File: src/verilog/exd_pkg.sv
// Constants and types shared by the exception dispatch and return block
// Notes on behaviour
// - Return loads program counter from return address with low two bits cleared.
// - After return, handler mode equals bit 0 of the return address.
// - Return instruction is recognised by opcode value 30 in the top bits.
// - Return pushes the return address onto the return prediction stack.
// - Exception: drain pipeline, capture program counter, then dispatch.
// - Drained means writers done, no faults possible, all cache fills finished.
// - Highest priority pending cause wins, in the fixed ten-level order.
// - Entry address takes bits 33..14 from base, 13..0 from offset.
// - Reset has top priority and enters at offset 0000.
// - Machine check 0020, arithmetic 0060, interrupt 00E0.
// - Instruction miss 03E0, instruction violation 07E0, illegal opcode 13E0.
// - Floating point disabled, bad rounding or bad datatype enters 17E0.
// - Handler call saves the address of the next sequential instruction.
// - Privileged call codes 00..3F enter at 2000 plus code shifted by 6.
// - Unprivileged call codes 80..BF enter at 3000 plus code bits 5..0 shifted by 6.
// - Call codes outside both ranges raise the illegal opcode exception.
// - Privileged call code outside kernel mode raises illegal opcode.
// - Data errors classed as bad address, miss, misalignment, other fault.
// - Data error offset chosen by class priority and handler mode.
package exd_pkg;
	localparam int PC_W     = 34;
	localparam int OFS_W    = 14;
	localparam int OPC_HI   = 31;
	localparam int OPC_LO   = 26;
	localparam logic [5:0] OPC_RETURN = 6'h1e;
	localparam logic [5:0] OPC_CALL   = 6'h00;
	localparam int CALL_HI  = 7;
	localparam int CALL_LO  = 0;
	localparam int CALL_SEL = 7;
	localparam int CALL_SH  = 6;
	localparam logic [PC_W-1:0] INSTR_STEP = 34'h4;
	localparam logic [PC_W-1:0] ALIGN_MASK = 34'h3;
	localparam logic [OFS_W-1:0] OFS_RESET  = 14'h0000;
	localparam logic [OFS_W-1:0] OFS_MCHECK = 14'h0020;
	localparam logic [OFS_W-1:0] OFS_ATRAP  = 14'h0060;
	localparam logic [OFS_W-1:0] OFS_INTR   = 14'h00e0;
	localparam logic [OFS_W-1:0] OFS_DFAULT = 14'h01e0;
	localparam logic [OFS_W-1:0] OFS_IMISS  = 14'h03e0;
	localparam logic [OFS_W-1:0] OFS_IACV   = 14'h07e0;
	localparam logic [OFS_W-1:0] OFS_DMISSN = 14'h08e0;
	localparam logic [OFS_W-1:0] OFS_DMISSP = 14'h09e0;
	localparam logic [OFS_W-1:0] OFS_UNALGN = 14'h11e0;
	localparam logic [OFS_W-1:0] OFS_ILLOPC = 14'h13e0;
	localparam logic [OFS_W-1:0] OFS_FPDIS  = 14'h17e0;
	localparam logic [OFS_W-1:0] OFS_CALLP  = 14'h2000;
	localparam logic [OFS_W-1:0] OFS_CALLU  = 14'h3000;
	localparam logic [PC_W-1:0] RESET_BASE = 34'h0;
	typedef enum logic [1:0] {EXD_RUN, EXD_DRAIN, EXD_SAVE, EXD_DISPATCH} exd_state_t;
endpackage : exd_pkg

File: src/verilog/exd_dstream_class.sv
// Data-stream memory error classifier
`timescale 1ns/100ps
module exd_dstream_class
	import exd_pkg::*;
(
	// Error classes
	input  wire logic             bad_vaddr_i,
	input  wire logic             dmiss_i,
	input  wire logic             misalign_i,
	input  wire logic             other_fault_i,
	input  wire logic             handler_mode_i,
	// Result
	output logic                  derr_o,
	output logic [OFS_W-1:0]      derr_ofs_o
);
	// Class priority inside the data-stream group
	always_comb begin
		derr_o = bad_vaddr_i | dmiss_i | misalign_i | other_fault_i;
		if (bad_vaddr_i) begin
			derr_ofs_o = misalign_i ? OFS_UNALGN : OFS_DFAULT;
		end else if (dmiss_i) begin
			derr_ofs_o = handler_mode_i ? OFS_DMISSP : OFS_DMISSN;
		end else if (misalign_i) begin
			derr_ofs_o = OFS_UNALGN;
		end else begin
			derr_ofs_o = OFS_DFAULT;
		end
	end
endmodule : exd_dstream_class

File: src/verilog/exd_prio_sel.sv
// Exception cause priority selector
`timescale 1ns/100ps
module exd_prio_sel
	import exd_pkg::*;
(
	// Pending causes
	input  wire logic             mcheck_i,
	input  wire logic             atrap_i,
	input  wire logic             intr_i,
	input  wire logic             derr_i,
	input  wire logic [OFS_W-1:0] derr_ofs_i,
	input  wire logic             imiss_i,
	input  wire logic             iacv_i,
	input  wire logic             call_i,
	input  wire logic [OFS_W-1:0] call_ofs_i,
	input  wire logic             illopc_i,
	input  wire logic             fpdis_i,
	// Result
	output logic                  any_o,
	output logic [OFS_W-1:0]      ofs_o
);
	// Fixed priority chain, all in one cycle
	always_comb begin
		any_o = 1'b1;
		if (mcheck_i) begin
			ofs_o = OFS_MCHECK;
		end else if (atrap_i) begin
			ofs_o = OFS_ATRAP;
		end else if (intr_i) begin
			ofs_o = OFS_INTR;
		end else if (derr_i) begin
			ofs_o = derr_ofs_i;
		end else if (imiss_i) begin
			ofs_o = OFS_IMISS;
		end else if (iacv_i) begin
			ofs_o = OFS_IACV;
		end else if (call_i) begin
			ofs_o = call_ofs_i;
		end else if (illopc_i) begin
			ofs_o = OFS_ILLOPC;
		end else if (fpdis_i) begin
			ofs_o = OFS_FPDIS;
		end else begin
			any_o = 1'b0;
			ofs_o = OFS_RESET;
		end
	end
endmodule : exd_prio_sel

File: src/verilog/exd_top.sv
// Exception dispatch and handler return unit
`timescale 1ns/100ps
module exd_top
	import exd_pkg::*;
(
	// Clock, reset, enable
	input  wire logic             core_clk_i,
	input  wire logic             nrst_i,
	input  wire logic             clk_en_i,
	// Instruction at issue
	input  wire logic             instr_valid_i,
	input  wire logic [31:0]      instr_i,
	input  wire logic [PC_W-1:0]  instr_pc_i,
	input  wire logic             kernel_mode_i,
	// Exception causes
	input  wire logic             mcheck_i,
	input  wire logic             atrap_i,
	input  wire logic             intr_i,
	input  wire logic             imiss_i,
	input  wire logic             iacv_i,
	input  wire logic             rsvd_opc_i,
	input  wire logic             fp_op_i,
	input  wire logic             fp_enable_i,
	input  wire logic             fp_bad_round_i,
	input  wire logic             fp_bad_type_i,
	// Data-stream error classes
	input  wire logic             bad_vaddr_i,
	input  wire logic             dmiss_i,
	input  wire logic             misalign_i,
	input  wire logic             other_fault_i,
	// Pipeline drain status
	input  wire logic             regfile_writers_done_i,
	input  wire logic             no_fault_possible_i,
	input  wire logic             dcache_fills_done_i,
	// Return address and base writes from firmware
	input  wire logic             ret_addr_we_i,
	input  wire logic [PC_W-1:0]  ret_addr_wdata_i,
	input  wire logic             base_we_i,
	input  wire logic [PC_W-1:0]  base_wdata_i,
	// Outputs
	output logic                  drain_req_o,
	output logic                  redirect_o,
	output logic [PC_W-1:0]       virtual_program_counter_o,
	output logic                  privileged_handler_mode_o,
	output logic [PC_W-1:0]       exception_return_address_o,
	output logic [PC_W-1:0]       handler_base_address_o,
	output logic                  stack_push_o,
	output logic [PC_W-1:0]       stack_push_data_o,
	output logic [OFS_W-1:0]      entry_offset_o
);
	typedef struct packed {
		exd_state_t        state;
		logic              rst_pend;
		logic [OFS_W-1:0]  ofs;
		logic [PC_W-1:0]   save_pc;
		logic              drain_req;
		logic              redirect;
		logic [PC_W-1:0]   pc;
		logic              hmode;
		logic [PC_W-1:0]   ret_addr;
		logic [PC_W-1:0]   base;
		logic              push;
		logic [PC_W-1:0]   push_data;
	} exd_regs_t;

	exd_regs_t r_reg;
	exd_regs_t r_next;

	logic             is_return;
	logic             is_call;
	logic [7:0]       call_code;
	logic             call_ok;
	logic             call_illegal;
	logic [OFS_W-1:0] call_ofs;
	logic             fpdis;
	logic             derr;
	logic [OFS_W-1:0] derr_ofs;
	logic             any_cause;
	logic [OFS_W-1:0] cause_ofs;
	logic             drained;

	// Concatenate base high bits and entry offset
	function automatic logic [PC_W-1:0] entry_pc(input logic [PC_W-1:0] base,
		input logic [OFS_W-1:0] ofs);
		entry_pc = {base[PC_W-1:OFS_W], ofs};
	endfunction : entry_pc

	// Instruction decode
	always_comb begin
		is_return = instr_valid_i && (instr_i[OPC_HI:OPC_LO] == OPC_RETURN);
		is_call   = instr_valid_i && (instr_i[OPC_HI:OPC_LO] == OPC_CALL);
		call_code = instr_i[CALL_HI:CALL_LO];
		// Codes 00..3F or 80..BF are the supported ranges
		call_ok   = (call_code[6] == 1'b0) &&
			(call_code[CALL_SEL] || kernel_mode_i);
		call_illegal = is_call && !call_ok;
		call_ofs  = (call_code[CALL_SEL] ? OFS_CALLU : OFS_CALLP) |
			(OFS_W'(call_code[5:0]) << CALL_SH);
		fpdis     = fp_op_i && (!fp_enable_i || fp_bad_round_i || fp_bad_type_i);
		drained   = regfile_writers_done_i && no_fault_possible_i &&
			dcache_fills_done_i;
	end

	// Data-stream class resolution
	exd_dstream_class u_dclass (
		.bad_vaddr_i    (bad_vaddr_i),
		.dmiss_i        (dmiss_i),
		.misalign_i     (misalign_i),
		.other_fault_i  (other_fault_i),
		.handler_mode_i (r_reg.hmode),
		.derr_o         (derr),
		.derr_ofs_o     (derr_ofs)
	);

	// Cause priority resolution
	exd_prio_sel u_prio (
		.mcheck_i   (mcheck_i),
		.atrap_i    (atrap_i),
		.intr_i     (intr_i),
		.derr_i     (derr),
		.derr_ofs_i (derr_ofs),
		.imiss_i    (imiss_i),
		.iacv_i     (iacv_i),
		.call_i     (is_call && call_ok),
		.call_ofs_i (call_ofs),
		.illopc_i   (rsvd_opc_i || call_illegal),
		.fpdis_i    (fpdis),
		.any_o      (any_cause),
		.ofs_o      (cause_ofs)
	);

	// Next-state logic
	always_comb begin
		r_next = r_reg;
		r_next.redirect = 1'b0;
		r_next.push = 1'b0;
		if (ret_addr_we_i) begin
			r_next.ret_addr = ret_addr_wdata_i;
		end
		if (base_we_i) begin
			r_next.base = base_wdata_i;
		end
		case (r_reg.state)
			EXD_RUN: begin
				if (r_reg.rst_pend) begin
					// Reset entry after release
					r_next.rst_pend = 1'b0;
					r_next.redirect = 1'b1;
					r_next.hmode = 1'b1;
					r_next.ofs = OFS_RESET;
					r_next.pc = entry_pc(r_reg.base, OFS_RESET);
				end else if (any_cause) begin
					r_next.ofs = cause_ofs;
					r_next.save_pc = (is_call && call_ok && !(mcheck_i || atrap_i ||
						intr_i || derr || imiss_i || iacv_i)) ?
						instr_pc_i + INSTR_STEP : instr_pc_i;
					r_next.drain_req = 1'b1;
					r_next.state = EXD_DRAIN;
				end else if (is_return) begin
					r_next.redirect = 1'b1;
					r_next.pc = r_reg.ret_addr & ~ALIGN_MASK;
					r_next.hmode = r_reg.ret_addr[0];
					r_next.push = 1'b1;
					r_next.push_data = r_reg.ret_addr;
				end
			end
			EXD_DRAIN: begin
				if (drained) begin
					r_next.drain_req = 1'b0;
					r_next.state = EXD_SAVE;
				end
			end
			EXD_SAVE: begin
				r_next.ret_addr = r_reg.save_pc;
				r_next.state = EXD_DISPATCH;
			end
			EXD_DISPATCH: begin
				r_next.redirect = 1'b1;
				r_next.hmode = 1'b1;
				r_next.pc = entry_pc(r_reg.base, r_reg.ofs);
				r_next.state = EXD_RUN;
			end
			default: begin
				r_next.state = EXD_RUN;
			end
		endcase
	end

	// State register; reset itself schedules the reset entry
	always_ff @(posedge core_clk_i or negedge nrst_i) begin
		if (!nrst_i) begin
			r_reg <= '0;
			r_reg.state <= EXD_RUN;
			r_reg.rst_pend <= 1'b1;
			r_reg.hmode <= 1'b1;
			r_reg.base <= RESET_BASE;
		end else if (clk_en_i) begin
			r_reg <= r_next;
		end
	end

	// Outputs straight from flip-flops
	assign drain_req_o = r_reg.drain_req;
	assign redirect_o = r_reg.redirect;
	assign virtual_program_counter_o = r_reg.pc;
	assign privileged_handler_mode_o = r_reg.hmode;
	assign exception_return_address_o = r_reg.ret_addr;
	assign handler_base_address_o = r_reg.base;
	assign stack_push_o = r_reg.push;
	assign stack_push_data_o = r_reg.push_data;
	assign entry_offset_o = r_reg.ofs;
endmodule : exd_top
File: config.mk
export PLATFORM = sky130hd
export DESIGN_NAME = exd_top
export DESIGN_NICKNAME = d
export VERILOG_FILES = /design/src/verilog/exd_pkg.sv /design/src/verilog/exd_dstream_class.sv /design/src/verilog/exd_prio_sel.sv /design/src/verilog/exd_top.sv
export SDC_FILE = /design/constraint.sdc
export NUM_CORES = 1
export LEC_CHECK = 0
export ABC_AREA = 1
export ABC_CLOCK_PERIOD_IN_PS = 2060
export BUFFER_PORTS_ARGS = -buffer_cell sky130_fd_sc_hd__clkbuf_2
export CAP_MARGIN = 20
export CORE_MARGIN = 1
export CORE_UTILIZATION = 45
export CTS_CLUSTER_DIAMETER = 60
export DETAILED_ROUTE_END_ITERATION = 10
export GPL_TIMING_DRIVEN = 1
export MAX_ROUTING_LAYER = met4
export PLACE_DENSITY = 0.73
export SLEW_MARGIN = 40
export SYNTH_ARGS = -nofsm -noshare
export SYNTH_HDL_FRONTEND = slang
export SYNTH_HIERARCHICAL = 1
export SYNTH_SLANG_ARGS = --single-unit
File: constraint.sdc
create_clock -name core_clk_i -period 2.06 [get_ports core_clk_i]
set_input_delay 0.103 -clock core_clk_i [delete_from_list [all_inputs] [get_ports core_clk_i]]
set_output_delay 0.103 -clock core_clk_i [all_outputs]
set_load 0.005 [all_outputs]
### After elaboration in Yosys (flattened, before gate mapping)

Index checks and enable logic that the tools add are counted.

| word-level totals | value |
|---|---|
| register bits | 191 |
| output and inout port bits | 154 |
| word-level logic and storage cells | 108 |

| operators by class | value |
|---|---|
| add/subtract/negate cells | 1 |
| equal/unequal tests | 9 |
| mux-type cells | 43 |
| bitwise gates (word level) | 7 |
| reduce and logical (&&, ||, !) cells | 36 |

Operators by type and width:

| kind | number |
|---|---|
| 14-bit two-way mux | 11 |
| 35-bit two-way mux | 4 |
| 36-bit two-way mux | 3 |
| 34-bit two-way mux | 3 |
| 36-bit one-hot mux with 2 select lines | 1 |
| 49-bit two-way mux | 1 |
| 13-bit two-way mux | 3 |
| 34-bit by 3-bit adder with 34-bit output, second input constant | 1 |
| 14-bit by 12-bit OR with 14-bit output | 1 |
| 4-bit AND reduction | 3 |
| 1-bit two-way mux | 11 |
| 5-bit AND reduction | 2 |
| 1-bit logical AND | 9 |
| 1-bit logical OR | 9 |
| 9-bit two-way mux | 1 |
| 2-bit one-hot mux with 4 select lines | 1 |
| 2-bit nonzero test | 4 |
| 6-bit by 5-bit equality test with 1-bit output, second input constant | 1 |
| 6-bit zero test | 1 |
| 2-bit two-way mux | 3 |
| 2-bit != test, second input constant | 3 |
| 3-bit != test, second input constant | 2 |
| 2-bit AND reduction | 3 |
| 2-bit equality test, second input constant | 2 |
| 7 further kinds | 13 |

### Longest topological paths before layout

| logic depth | value |
|---|---|
| depth in word-level cells | 16 |
| mapped depth | 19 |

### By module

The synthesis kept the hierarchy.

By module, submodules not included:

| module | times used | cells an instance | area an instance (µm²) | seq. area each (µm²) |
|---|---|---|---|---|
| exd_top | 1 | 1326 | 10532.6 | 4782.1 |
| exd_prio_sel | 1 | 84 | 382.9 | 0.0 |
| exd_dstream_class | 1 | 23 | 131.4 | 0.0 |

### Least setup slack after synthesis

No wires, ideal clock.

| timing path | value |
|---|---|
| path kind | input to register |
| from | input instr_valid_i |
| to | register r_reg, in the netlist virtual_program_counter_o[10] |
| setup time | 65 ps |
| arrival time | 1709 ps |
| path slack | 286 ps |
| cell stages on the path | 18 |
| cell sequence | inv_2 nor2_2 nand2_1 nor2_2 inv_1 o21bai_1 nor3_1 nand2_1 inv_1 nor2_2 nor2_2 a21oi_1 nor2_1 o21ai_2 buf_4 buf_6 nand2_1 nand2_1 |

| between the ends | value |
|---|---|
| word-level cells in the longest chain between the ends | 13 |
| elaborated cells on any way between the ends | 16 |

RTL lines:

| element | RTL line | text |
|---|---|---|
| start, declared | exd_top.sv:11 | `input wire logic instr_valid_i,` |
| 1-bit logical AND (*) | exd_top.sv:91 | `is_call = instr_valid_i && (instr_i[OPC_HI:OPC_LO] == OPC_CALL);` |
| 1-bit logical AND | exd_top.sv:96 | `call_illegal = is_call && !call_ok;` |
| 1-bit logical OR | exd_top.sv:126 | `.illopc_i (rsvd_opc_i \|\| call_illegal),` |
| 1-bit two-way mux | exd_prio_sel.sv:39 | `end else if (illopc_i) begin` |
| 1-bit two-way mux (*) | exd_prio_sel.sv:37 | `end else if (call_i) begin` |
| 1-bit two-way mux (*) | exd_prio_sel.sv:35 | `end else if (iacv_i) begin` |
| 1-bit two-way mux (*) | exd_prio_sel.sv:33 | `end else if (imiss_i) begin` |
| 1-bit two-way mux (*) | exd_prio_sel.sv:31 | `end else if (derr_i) begin` |
| 1-bit two-way mux (*) | exd_prio_sel.sv:29 | `end else if (intr_i) begin` |
| 1-bit two-way mux (*) | exd_prio_sel.sv:27 | `end else if (atrap_i) begin` |
| 1-bit two-way mux (*) | exd_prio_sel.sv:25 | `if (mcheck_i) begin` |
| via any_cause | exd_top.sv:78 | `logic any_cause;` |
| 3-bit != test (no source line) (*) | n/a |  |
| 4-bit AND reduction (no source line) (*) | n/a |  |
| end signal, assigned | exd_top.sv:198 | `r_reg <= r_next;` |
| end, declared | exd_top.sv:66 | `exd_regs_t r_reg;` |

Mark *: on every way through the listed nets, which the timed path passes. The rest lies on a longest branch.
A chain may end at the register's enable or synchronous reset.

### Worst setup path in the final report

| timing path | value |
|---|---|
| from | input mcheck_i |
| to | register r_reg, in the netlist virtual_program_counter_o[26] |

| between the ends | value |
|---|---|
| word-level cells in the longest chain between the ends | 3 |

RTL lines:

| element | RTL line | text |
|---|---|---|
| start, declared | exd_top.sv:16 | `input wire logic mcheck_i,` |
| 1-bit two-way mux | exd_prio_sel.sv:25 |  |
| via any_cause | exd_top.sv:78 |  |
| 3-bit != test (no source line) | n/a |  |
| 4-bit AND reduction (no source line) | n/a |  |

The timed path passes the listed nets, and every way through them passes these cells.

==> impl_results.md <==
- DP Worst Slack: -108 ps
- CP max FO: 8
- Vias in the first global route: 9,091
- Crit path capture type: flip-flop
- Share of the synthesized area in the top cell type: 42.8%
- Slew Limit Fails: 0
- Minimum clock period after layout: 1940 ps
- Die span in y: 159 um
- Root Buffer Master: clkbuf_16
- Syn Area/Cell: 7.71 um2
- Leakage Power: 7.06 nW
- FF-to-FF setup slack: 190 ps
- Via count: 9,623
- CTS tree: yes
- Top FF cell, synth: dfrtp_1
- Reg-to-reg critical path startpoint: r_reg[190]
- Worst hold path cell count: 5
- Max Clock Skew: 22.2 ps
- EDFF count, synth: 0
- Core box area: 0.0238 mm2
- Reg-to-reg endpoint: virtual_program_counter_o[26]
- # IOs: 312
- Num rows: 56
- Crit path DAT: 2310 ps
- FMAX: 0.516 GHz
- Hold-critical path endpoint: r_reg[172]
- Vias/cell: 4.80
- Crit Path Class: input port to flip-flop
- Die area: 0.0252 mm2
- Cell taking the most area after synthesis: dfrtp_1
- DRT iter0 DRCs: 729
- Final nets: 1,834
- Number of distinct library cells after synthesis: 38
- H-Tree Depth: 4
- Placed inst area: 0.0120 mm2
- Ys async rst share: 100%
- Routed wire per std cell: 15.3 um
- Worst-case clock buffer depth: 2
- Post-synthesis sequential area ratio: 43.3%
- Register area: 0.00478 mm2
- Min-Delay Path Class: input port to flip-flop
- GP Congestion: 0.915
- FF+latch count, synth: 191
- Global-route wire length before repair: 46,800 um
- Seq pwr share: 42.0%
- First-pass DRT Iterations: 5
- Internal power: 8.34 mW
- Combinational power share: 32.2%
- CP Launch Type: input port
- Run status: finished clean
- Ys Warns: 6
- Fin area: 0.0135 mm2
- Buffers on Ports: 293
- Fin crit share: 94.1%
- Grt ovf: 0
- MaxCap Viol Count: 0
- CTS Buf Count: 17
- Latest clock arrival within the worst-skew pair: 440 ps
- Hold Path Origin: instr_pc_i[32]
- GRT Overall Usage: 25.1%
- Setup WS post-layout: 122 ps
- Post-DP HPWL: 23,100 um
- Clock Sinks: 191
- Fillers: 2,197
- Flip-flop count of the largest register after layout: 37
- Synthesized area: 0.0110 mm2
- Most frequent cells in the layout: nand2_1, clkbuf_2, dfrtp_1
- Setup violations, final: 0
- Hold Vio Cnt, Final: 0
- Post-Syn Instances: 1,433
- Max VDD drop: 0.626 mV
- Final ANT Viol Nets: 0
- Initial Util: 46.5%
- Clk slew on worst S/H paths: 80 ps
- Width of the die: 159 um
- DRC errors left: 0
- Top cells by area, synth: dfrtp_1, nand2_1, buf_4, o21ai_0, inv_1
- Largest net degree at the start of global routing: 70
- Most common cell after layout, fill and taps aside: nand2_1
- Area of the multi-input gates: 0.00431 mm2
- Net Sw Power: 4.93 mW
- Initial antenna violation count: 2
- Area delta synth->final: 21.9%
- Clock network power share: 25.8%
- Layout cell share with drive strength beyond 1: 27.1%
- Final WL: 30,700 um
- Sw frac: 37.2%
- R2r worst-path depth: 11
- Pwr/cell area: 986 mW/mm2
- Req. time, crit path: 2430 ps
-- worst max path at each step --
stage / from / to / cells past startpoint
detailed placement: instr_valid_i / virtual_program_counter_o[9] / 19
global route: mcheck_i / virtual_program_counter_o[2] / 16
global placement: instr_valid_i / virtual_program_counter_o[28] / 19
finish: mcheck_i / virtual_program_counter_o[26] / 16
floorplan: instr_valid_i / virtual_program_counter_o[10] / 18
CTS: mcheck_i / virtual_program_counter_o[9] / 16
-- worst max-delay path, stage by stage --
cell and delay [ps]:
dlygate4sd3_1 540, clkbuf_2 130, inv_2 70, nand3_2 100
nor2_4 150, nand2_4 80, inv_2 80, nor2_2 40
nor2_2 90, a21oi_1 50, nor2_1 180, o21ai_4 90
nor2_4 260, clkbuf_16 220, nand2_1 50, nand2_1 60
-- Yosys cell counts (2+ instances only) --
library cell	number
a21oi_1	19
a31oi_1	4
buf_2	20
buf_4	166
buf_6	7
clkbuf_1	27
conb_1	4
dfrtp_1	189
dfstp_2	2
ha_1	5
inv_1	129
inv_2	7
mux2_2	34
nand2_1	451
nand2_2	2
nand3_1	65
nand4_1	9
nor2_1	81
nor2_2	9
nor2_4	4
nor3_1	5
o211ai_1	33
o21ai_0	123
o21ai_1	12
o21ai_2	2
o21bai_1	3
o22ai_1	2
xnor2_1	3
xor2_1	7
-- power by group through the flow --
stage | clock network (mW) | registers [mW] | logic [mW]
after detailed placement | 0 | 5.63 | 4.13
after floorplan | 0 | 5.32 | 3.27
final | 3.42 | 5.57 | 4.28
after CTS | 3.49 | 5.56 | 4.27
after global placement | 0 | 5.60 | 4.06
after global routing | 3.65 | 5.70 | 4.83
-- cell type report --
type / instances / share of cell area, %
flip-flops and latches: 191 / 35.5
well taps: 319 / 2.96
clock buffers: 18 / 3.26
repair buffers: 427 / 21.0
diodes: 2 / 0.0372
inverters: 136 / 3.79
multi-input cells: 898 / 32.0
clock inverters: 14 / 1.40
-- what timing repair did --
item                                    CTS  global route
buffers inserted                          0             5
endpoints found under the setup margin    0            34
resized for setup                         0             7
hold buffers                             73             0
endpoints found under the hold margin   211             0
-- layer usage --
layer  vias up  track usage, %  routed length, um
met3        57            3.86               1450
met2       289            38.6              14400
met5         -               -                  0
met4         0            9.71                905
met1      4432            33.3              14000
li1       4845               -                  -
-- logic make-up after synthesis --
logic type / count (synthesis) / share of synthesized area [%]
and+or+nand+nor: 631 / 23.2
adders and majority gates: 5 / 0.566
AOI/OAI and AO/OA: 200 / 10.1
DFF: 191 / 43.3
buffers and inverters: 358 / 18.5
muxes: 34 / 3.47
other: 4 / 0.136
xor gates and xnor gates: 10 / 0.793
-- stage by stage --
step                std cells  setup TNS (ps)  utilization (%)  power, mW  hold slack [ps]
floorplan                1447               0                -       8.59             -193
global placement         1890           -20.5             50.4       9.66             40.5
detailed placement       1890           -2720             50.4       9.76             42.4
CTS                      1995               0             56.2       13.3             2.06
global route             2005           -12.6             56.7       14.2             11.2
finish                   2005               0             56.7       13.3             17.4
(Power assumes the default switching activity.)
